===== config.mk =====
export PLATFORM = sky130hd
export DESIGN_NAME = hsp_port
export DESIGN_NICKNAME = d
export VERILOG_FILES = /design/src/verilog/hsp_pkg.sv /design/src/verilog/hsp_pair_buf.sv /design/src/verilog/hsp_port.sv
export SDC_FILE = /design/constraint.sdc
export NUM_CORES = 1
export LEC_CHECK = 0
export BUFFER_PORTS_ARGS = -buffer_cell sky130_fd_sc_hd__buf_4
export CAP_MARGIN = 20
export CORE_AREA = 2 2 97 169
export DETAILED_ROUTE_END_ITERATION = 8
export DIE_AREA = 0 0 99 171
export PLACE_DENSITY = 0.79
export SYNTH_ARGS = -nofsm -noshare
export SYNTH_HDL_FRONTEND = slang
export SYNTH_SLANG_ARGS = --single-unit

===== constraint.sdc =====
create_clock -name clk_in -period 4.7 [get_ports clk_in]
set_input_delay 0.47 -clock clk_in [delete_from_list [all_inputs] [get_ports clk_in]]
set_output_delay 0.47 -clock clk_in [all_outputs]
set_load 0.005 [all_outputs]

===== src/verilog/hsp_pkg.sv =====
// Overview of operation
// RL1: Each transaction is one address byte, optionally followed by data bytes.
// RL2: Number of data bytes is decided from the address byte value.
// RL3: Host data line is sampled on each rising serial clock edge.
// RL4: Read bits change on falling edges, so they hold while clock is high.
// RL5: Host holds chip select low during a transfer, high between transfers.
// RL6: Address and data bytes move most significant bit first.
// RL7: Host writes take effect at the next poll, up to 250 us later.
// RL8: Host should not write one register twice within 250 us.
// RL9: Command transfer is the address byte only; code 01 is general reset.
// RL10: Single-byte registers move exactly eight data bits after the address.
// RL11: Read line stays high impedance unless the address selects a read.
// RL12: Serial clock may rest high or low at transaction start and end.
// RL13: Any gap, or none, between bytes of a transaction is accepted.
// RL14: Interrupt flag is raised only for status changes whose mask bit is set.
// RL15: Status read clears all flags except programming ready, and the request.
// RL16: Interrupt pin is active while status bit 15 and mask bit 15 are set.
// RL17: Two-byte words move upper byte first, then lower byte.
// RL18: Chip select rising mid-byte abandons the transaction and resets bit count.
package hsp_pkg;

    localparam logic [7:0] HSP_CMD_RESET = 8'h01;
    localparam logic [7:0] HSP_CMD_LIMIT = 8'h10;
    localparam logic [7:0] HSP_SINGLE_LO = 8'h10;
    localparam logic [7:0] HSP_SINGLE_HI = 8'h9F;
    localparam logic [7:0] HSP_ADDR_STATUS = 8'hC6;
    localparam logic [7:0] HSP_ADDR_MASK = 8'hCE;
    localparam logic [7:0] HSP_ADDR_ID = 8'hC5;
    localparam logic [7:0] HSP_ADDR_VER = 8'hC9;
    localparam logic [7:0] HSP_ADDR_SUM0 = 8'hA9;
    localparam logic [7:0] HSP_ADDR_SUM1 = 8'hAA;
    localparam logic [7:0] HSP_ADDR_SUM2 = 8'hB8;
    localparam logic [7:0] HSP_ADDR_SUM3 = 8'hB9;
    localparam int HSP_IRQ_BIT = 15;
    localparam int HSP_PRG_BIT = 0;
    localparam logic [15:0] HSP_MASK_RST = 16'h0000;
    localparam logic [15:0] HSP_STATUS_RST = 16'h0000;
    localparam int HSP_LATENCY_US = 250;
    localparam int HSP_CLK_MHZ = 125;
    localparam int HSP_LATENCY_CYC = HSP_LATENCY_US * HSP_CLK_MHZ;

    typedef enum logic [2:0] {
        HSP_IDLE,
        HSP_ADDR,
        HSP_LOAD,
        HSP_WDATA,
        HSP_RDATA,
        HSP_DONE
    } hsp_phase_t;

    typedef struct packed {
        logic cs_n;
        logic sclk;
        logic mosi;
    } hsp_pins_t;

    typedef struct packed {
        logic [7:0] addr;
        logic [15:0] data;
    } hsp_wr_t;

    typedef struct packed {
        hsp_pins_t pins1;
        hsp_pins_t pins2;
        logic sck_old;
        hsp_phase_t phase;
        logic [3:0] bitcnt;
        logic [1:0] nbytes;
        logic [7:0] addr;
        logic [15:0] shreg;
        logic [15:0] tx;
        logic miso;
        logic oe_n;
        logic pend_v;
        hsp_wr_t pend;
        logic [15:0] status;
        logic [14:0] en_old;
        logic [15:0] mask;
        logic [15:0] mask_new;
        logic mask_pend;
        logic [14:0] timer;
        logic [7:0] rd_addr;
        logic rd_strobe;
        logic gen_reset;
        logic irq_n;
    } hsp_state_t;

    function automatic logic hsp_is_read(input logic [7:0] a);
        return a inside {HSP_ADDR_STATUS, HSP_ADDR_ID, HSP_ADDR_VER, HSP_ADDR_SUM0,
                         HSP_ADDR_SUM1, HSP_ADDR_SUM2, HSP_ADDR_SUM3};
    endfunction

    function automatic logic [1:0] hsp_nbytes(input logic [7:0] a);
        return (a >= HSP_SINGLE_LO && a <= HSP_SINGLE_HI) ? 2'd1 : 2'd2;
    endfunction

endpackage


===== src/verilog/hsp_pair_buf.sv =====
`timescale 1ns/100ps
module hsp_pair_buf
    import hsp_pkg::*;
#(
    parameter int WIDTH = 24
)
(
    // Clock and reset
    input wire logic clk_in,
    input wire logic sys_rst_in,
    // Filling side
    input wire logic in_valid_in,
    input wire logic [WIDTH-1:0] in_data_in,
    output logic in_ready_out,
    // Draining side
    output logic out_valid_out,
    output logic [WIDTH-1:0] out_data_out,
    input wire logic out_ready_in
);
    typedef struct packed {
        logic [WIDTH-1:0] head;
        logic [WIDTH-1:0] tail;
        logic head_v;
        logic tail_v;
    } hsp_buf_state_t;

    hsp_buf_state_t q;
    hsp_buf_state_t d;

    // Ready comes from a flop: a full tail refuses, so no word is ever dropped
    always_comb
    begin
        d = q;
        if (out_ready_in && q.head_v)
        begin
            if (q.tail_v)
            begin
                d.head = q.tail;
                d.tail_v = 1'b0;
            end
            else
            begin
                d.head_v = 1'b0;
            end
        end
        if (in_valid_in && !q.tail_v)
        begin
            if (!d.head_v)
            begin
                d.head = in_data_in;
                d.head_v = 1'b1;
            end
            else
            begin
                d.tail = in_data_in;
                d.tail_v = 1'b1;
            end
        end
    end

    always_ff @(posedge clk_in)
    begin
        if (sys_rst_in)
        begin
            q <= '0;
        end
        else
        begin
            q <= d;
        end
    end

    assign in_ready_out = ~q.tail_v;
    assign out_valid_out = q.head_v;
    assign out_data_out = q.head;
endmodule


===== src/verilog/hsp_port.sv =====
`timescale 1ns/100ps
module hsp_port
    import hsp_pkg::*;
#(
    parameter int LATENCY_CYCLES = HSP_LATENCY_CYC
)
(
    // Clock and reset
    input wire logic clk_in,
    input wire logic sys_rst_in,
    // Serial pins from the host
    input wire logic chip_select_n_in,
    input wire logic serial_clk_in,
    input wire logic host_to_device_line_in,
    // Serial read line, three-state
    output logic reply_data_out,
    output logic reply_data_oe_n_out,
    // Open-drain interrupt
    output logic interrupt_request_n_out,
    output logic interrupt_request_oe_n_out,
    // Register writes toward the core
    output logic wr_valid_out,
    output hsp_wr_t wr_word_out,
    input wire logic wr_ready_in,
    // Register reads from the core
    output logic [7:0] rd_addr_out,
    output logic rd_strobe_out,
    input wire logic [15:0] rd_word_in,
    // Core status and control
    input wire logic [14:1] status_set_in,
    input wire logic prg_ready_in,
    output logic general_reset_out
);
    hsp_state_t q;
    hsp_state_t d;
    logic buf_ready;
    logic cs_low;
    logic rise;
    logic fall;
    logic addr_done;
    logic [7:0] addr_byte;
    logic [14:0] newly;
    logic [15:0] wdata;

    // Only the second stage of each synchroniser is looked at
    assign cs_low = ~q.pins2.cs_n;
    assign rise = q.pins2.sclk & ~q.sck_old;
    assign fall = ~q.pins2.sclk & q.sck_old;
    assign addr_done = cs_low && rise && q.phase == HSP_ADDR && q.bitcnt == 4'd7;
    assign addr_byte = {q.shreg[6:0], q.pins2.mosi};
    assign newly = (q.status[14:0] & q.mask[14:0]) & ~q.en_old;
    assign wdata = (q.nbytes == 2'd1 && hsp_nbytes(q.addr) == 2'd1)
        ? {8'h00, q.shreg[6:0], q.pins2.mosi} : {q.shreg[14:0], q.pins2.mosi};

    always_comb
    begin
        d = q;
        d.pins1 = '{cs_n: chip_select_n_in, sclk: serial_clk_in, mosi: host_to_device_line_in};
        d.pins2 = q.pins1;
        d.sck_old = q.pins2.sclk;
        d.gen_reset = 1'b0;
        d.rd_strobe = 1'b0;
        d.en_old = q.status[14:0] & q.mask[14:0];
        d.status[HSP_PRG_BIT] = prg_ready_in;
        d.status[14:1] = q.status[14:1] | status_set_in;
        if (|newly)
        begin
            d.status[HSP_IRQ_BIT] = 1'b1; // RL14
        end
        d.irq_n = ~(q.status[HSP_IRQ_BIT] & q.mask[HSP_IRQ_BIT]); // RL16
        // Host writes to the mask only take hold at the poll tick
        if (q.timer == 15'd0)
        begin
            d.timer = 15'(LATENCY_CYCLES - 1);
            if (q.mask_pend)
            begin
                d.mask = q.mask_new; // RL7
                d.mask_pend = 1'b0;
            end
        end
        else
        begin
            d.timer = q.timer - 15'd1;
        end
        if (q.pend_v && buf_ready)
        begin
            d.pend_v = 1'b0;
        end
        if (!cs_low)
        begin
            d.phase = HSP_IDLE; // RL18
            d.bitcnt = 4'd0;
            d.oe_n = 1'b1; // RL11
        end
        else
        begin
            case (q.phase)
                HSP_IDLE:
                begin
                    d.phase = HSP_ADDR; // RL12
                    d.shreg = 16'h0000;
                end
                HSP_ADDR:
                begin
                    if (rise)
                    begin
                        d.shreg = {q.shreg[14:0], q.pins2.mosi}; // RL3
                        d.bitcnt = q.bitcnt + 4'd1;
                    end
                    if (addr_done)
                    begin
                        d.addr = addr_byte; // RL1
                        d.bitcnt = 4'd0;
                        d.shreg = 16'h0000;
                        d.nbytes = hsp_nbytes(addr_byte); // RL2
                        if (addr_byte < HSP_CMD_LIMIT)
                        begin
                            d.phase = HSP_DONE; // RL9
                            if (addr_byte == HSP_CMD_RESET)
                            begin
                                d.gen_reset = 1'b1; // RL9
                                d.status[14:1] = status_set_in;
                                d.status[HSP_IRQ_BIT] = 1'b0;
                                d.mask = HSP_MASK_RST;
                                d.mask_pend = 1'b0;
                                d.pend_v = 1'b0;
                            end
                        end
                        else if (addr_byte == HSP_ADDR_STATUS)
                        begin
                            d.tx = q.status;
                            d.oe_n = 1'b0;
                            d.phase = HSP_RDATA;
                            d.status[14:1] = status_set_in; // RL15
                            d.status[HSP_IRQ_BIT] = |newly; // RL15
                        end
                        else if (hsp_is_read(addr_byte))
                        begin
                            d.rd_addr = addr_byte;
                            d.rd_strobe = 1'b1;
                            d.phase = HSP_LOAD;
                        end
                        else
                        begin
                            d.phase = HSP_WDATA; // RL11
                        end
                    end
                end
                HSP_LOAD:
                begin
                    // Single-byte words go out of the top lane
                    d.tx = (q.nbytes == 2'd1) ? {rd_word_in[7:0], 8'h00} : rd_word_in; // RL17
                    d.oe_n = 1'b0;
                    d.phase = HSP_RDATA;
                end
                HSP_WDATA:
                begin
                    if (rise)
                    begin
                        d.shreg = {q.shreg[14:0], q.pins2.mosi}; // RL6
                        d.bitcnt = q.bitcnt + 4'd1;
                        if (q.bitcnt == 4'd7)
                        begin
                            d.bitcnt = 4'd0; // RL13
                            d.nbytes = q.nbytes - 2'd1;
                            if (q.nbytes == 2'd1)
                            begin
                                d.phase = HSP_DONE; // RL10
                                if (q.addr == HSP_ADDR_MASK)
                                begin
                                    d.mask_new = wdata;
                                    d.mask_pend = 1'b1;
                                end
                                else
                                begin
                                    d.pend = '{addr: q.addr, data: wdata}; // RL17
                                    d.pend_v = 1'b1;
                                end
                            end
                        end
                    end
                end
                HSP_RDATA:
                begin
                    if (fall)
                    begin
                        d.miso = q.tx[15]; // RL4
                    end
                    if (rise)
                    begin
                        d.tx = {q.tx[14:0], 1'b0}; // RL6
                        d.bitcnt = q.bitcnt + 4'd1;
                        if (q.bitcnt == 4'd7)
                        begin
                            d.bitcnt = 4'd0;
                            d.nbytes = q.nbytes - 2'd1;
                            if (q.nbytes == 2'd1)
                            begin
                                d.phase = HSP_DONE;
                            end
                        end
                    end
                end
                HSP_DONE:
                begin
                    d.bitcnt = 4'd0;
                end
                default:
                begin
                    d.phase = HSP_IDLE;
                end
            endcase
        end
    end

    always_ff @(posedge clk_in)
    begin
        if (sys_rst_in)
        begin
            q <= '0;
            q.pins1 <= 3'b111;
            q.pins2 <= 3'b111;
            // Old clock matches the preset synchroniser, so reset shows no false edge
            q.sck_old <= 1'b1;
            q.oe_n <= 1'b1;
            q.status <= HSP_STATUS_RST;
            q.mask <= HSP_MASK_RST;
            q.irq_n <= 1'b1;
        end
        else
        begin
            q <= d;
        end
    end

    hsp_pair_buf #(
        .WIDTH($bits(hsp_wr_t))
    ) u_buf (
        .clk_in(clk_in),
        .sys_rst_in(sys_rst_in),
        .in_valid_in(q.pend_v),
        .in_data_in(q.pend),
        .in_ready_out(buf_ready),
        .out_valid_out(wr_valid_out),
        .out_data_out(wr_word_out),
        .out_ready_in(wr_ready_in)
    );

    assign reply_data_out = q.miso;
    assign reply_data_oe_n_out = q.oe_n;
    assign interrupt_request_n_out = q.irq_n;
    assign interrupt_request_oe_n_out = q.irq_n;
    assign rd_addr_out = q.rd_addr;
    assign rd_strobe_out = q.rd_strobe;
    assign general_reset_out = q.gen_reset;
endmodule

==> summary.txt <==
Power and ir drop
  – VDD IR-drop max: 319 uV
  – Leakage Power: 0.00390 uW
  – Power Dens Cells: 402 nW/um2

Clock network
  – Number of CTS-inserted buffers: 20
  – Clock slew at reported path FFs: 70 ps
  – Post-CTS setup buffer count: 0
  – Max Root-Sink Buffers: 3
  – TritonCTS clock tree: yes
  – Post-CTS Hold Buffers: 0
  – Latest clock arrival within the worst-skew pair: 500 ps
  – Clk root buf: clkbuf_16
  – Post-CTS Resized: 0
  – H-Tree Depth: 1
  – CTS sink cnt: ~220

Synth
  – Gate Count Post-Synth: 1085
  – FFs w/ async S/R, synth: 0%
  – Top_reg_cell synth: dfxtp_1
  – Synth Cell Area: 9200 um2
  – Yosys warning count: 0
  – Sequential element share of the synthesized area: 48.3%
  – Synth top area share: 48.3%
  – Total nets after synthesis: 1126
  – Synth area leaders: dfxtp_1, nand2_1, a21oi_1, mux2i_1, nor2_1
  – Area leader, netlist: dfxtp_1
  – Syn avg cell area: 8.48 um2
  – Number of flops mapped to enable cells by yosys: 0
  – #FFs+latches synth: around 220
  – Yosys cell types: 60

Floorplan
  – Top Ports: 76
  – Starting Density: 58.8%
  – Core area: 15600 um2
  – Die area: 16900 um2
  – Die H: 171 um
  – Die extent in x: approximately 100 um
  – Row cnt: 61

Timing
  – Max Freq: 332 MHz
  – Setup Viol. Count Final: 0
  – RSZ-0062 raised after global routing: no
  – Worst-Margin Slew: 1030 ps
  – Final Hold Viols: 0
  – Final Cycle Share: ~64%
  – Worst slew margin: 31.1%
  – Clk_skew: 12.0 ps
  – Max-slew violation count: 0
  – Setup TNS: 0 ps
  – Tmin final: 3010 ps

Placement
  – Placed insts: roughly 1200
  – Area after DPL: 9540 um2
  – DP Wirelength: about 14 mm
  – PortBufs: 75
  – GPL Wtd Cong: 0.917

GRT
  – Aggregate global-route resource usage: 23.4%
  – Vias in the first global route: 6789
  – First-pass GRT wire length: 33.0 mm
  – Met2 Usage GRT: about two fifths
  – Met3 usage: 2.66%
  – Gr busiest metal: met2
  – Antenna violations before repair: 0
  – Total gr overflow: 0
  – GR Layer Usage met1: 28.1%
  – Pin count of the biggest net entering global routing: 96

Status
  – Status: finished, final reports clean

Setup path
  – Kind of critical path: flip-flop to flip-flop
  – CP startpoint kind: flip-flop
  – CP Capture Type: flip-flop
  – Worst EP required: 5060 ps
  – Critical Path Fanout Max: 29
  – Arrival @ worst endpoint: 3370 ps

Drt
  – Drt first-iter violations: 475
  – Final antenna-violating net count: 0
  – Total Routed Length: 20.1 mm
  – DR pass1 iterations: 5
  – Total number of vias: around 7400
  – DRC Markers: 0
  – DR vias/cell: 5.80
  – Avg WL per Cell: 15.7 um

Cells and area
  – Nets@finish: 1120
  – Area of the multi-input gates: between 4000 and 5000 um2
  – Post-Layout Cell Count: 1280
  – Antenna Cells: 0
  – Layout area overhead: 11.5%
  – Fillers: approximately 1300
  – Post-route cell area: 10300 um2
  – Sequential Area: 4440 um2
  – Final core occ: 65.6%
  – Most frequent cells in the layout: dfxtp_1, nand2_1, a21oi_1
  – Commonest non-fill, non-tap cell in the layout: dfxtp_1
  – Share of cells above drive strength 1: 13.8%

Flow run
  – Max Cap Viol: 0

Hold path
  – Worst min-delay path class: input pin to flip-flop
==> sequential cells by signal (all words and copies together) (netlist names), 4 cells and up <==
name                count
q                     147
u_buf.q                25
u_buf.out_data_out     24
addr_byte               8
rd_addr_out             8
d                       4
==> worst max-delay path: stages (launching register included) <==
cell     delay (ps)
dfxtp_1         850
nor2b_1         390
and2_1          410
o311a_1         880
mux2i_1         290
nor2_1           70
==> final timing paths <==
path / cells after the start / start / end / slack, ps
worst max register to register: 5 / q[164]$_SDFFE_PP0P_ / q[124]$_SDFFE_PP0P_ / 1690
worst max-delay path: 5 / q[164]$_SDFFE_PP0P_ / q[124]$_SDFFE_PP0P_ / 1690
worst min-delay path: 2 / host_to_device_line_in / d[167]$_SDFF_PP1_ / 160
worst min register to register: 1 / d[169]$_SDFF_PP1_ / q[169]$_SDFF_PP1_ / 400
==> cell usage after synthesis (4+ instances only) <==
master,number
dfxtp_1,222
nand2_1,191
a21oi_1,123
nor2_1,122
clkbuf_1,62
mux2i_1,49
a211oi_1,39
nand3_1,36
buf_4,35
or2_2,17
buf_2,12
nor3_1,12
and3b_1,10
nor2b_1,10
o21ai_0,10
o22ai_1,9
a222oi_1,8
a31oi_1,8
inv_1,8
mux2_2,8
xnor2_1,8
o2bb2ai_1,7
or4_1,7
nand3b_1,6
nand2b_1,5
nor4_1,5
and2_1,4
ha_1,4
nor4bb_1,4
o31ai_1,4
==> per-stage QoR <==
step / power [uW] / hold slack, ps / setup slack [ps]
2_1_floorplan: 2340 / 380 / 2690
3_3_place_gp: 2430 / 399 / 1890
3_5_place_dp: 2430 / 394 / 1790
4_1_cts: 4160 / 149 / 1740
5_1_grt: 4290 / 148 / 1410
6_report: 4130 / 159 / 1690
==> where the power goes <==
part	internal (uW)	switching [uW]	total [uW]	leakage (uW)
Clock	1040	684	1730	0.000343
Sequential	1950	76.1	2030	0.00180
Combinational	163	206	370	0.00176
==> final cells by class <==
cell class | count | share of cell area (%)
Sequential cell | 222 | 43.3
Multi-Input combinational cell | 741 | 40.6
Timing Repair Buffer | 86 | 6.64
Clock buffer | 29 | 5.80
Tap cell | 189 | 2.30
Clock inverter | 5 | 1.01
Inverter | 8 | 0.293
==> layer usage <==
layer  vias to the layer above  wire length [um]
met5                         -                 0
met4                         0               961
met3                        65               698
met2                       184             10300
met1                      3474              8200
li1                       3702                 -
==> logic make-up after synthesis <==
family / count (synthesis) / share of synthesized area (%)
simple gates: 444 / 21.9
compound gates: 226 / 15.3
flops: 222 / 48.3
buf+inv: 122 / 6.66
mux: 57 / 6.31
xor+xnor: 10 / 0.952
fa+ha+maj: 4 / 0.544
(Power assumes the default switching activity.)
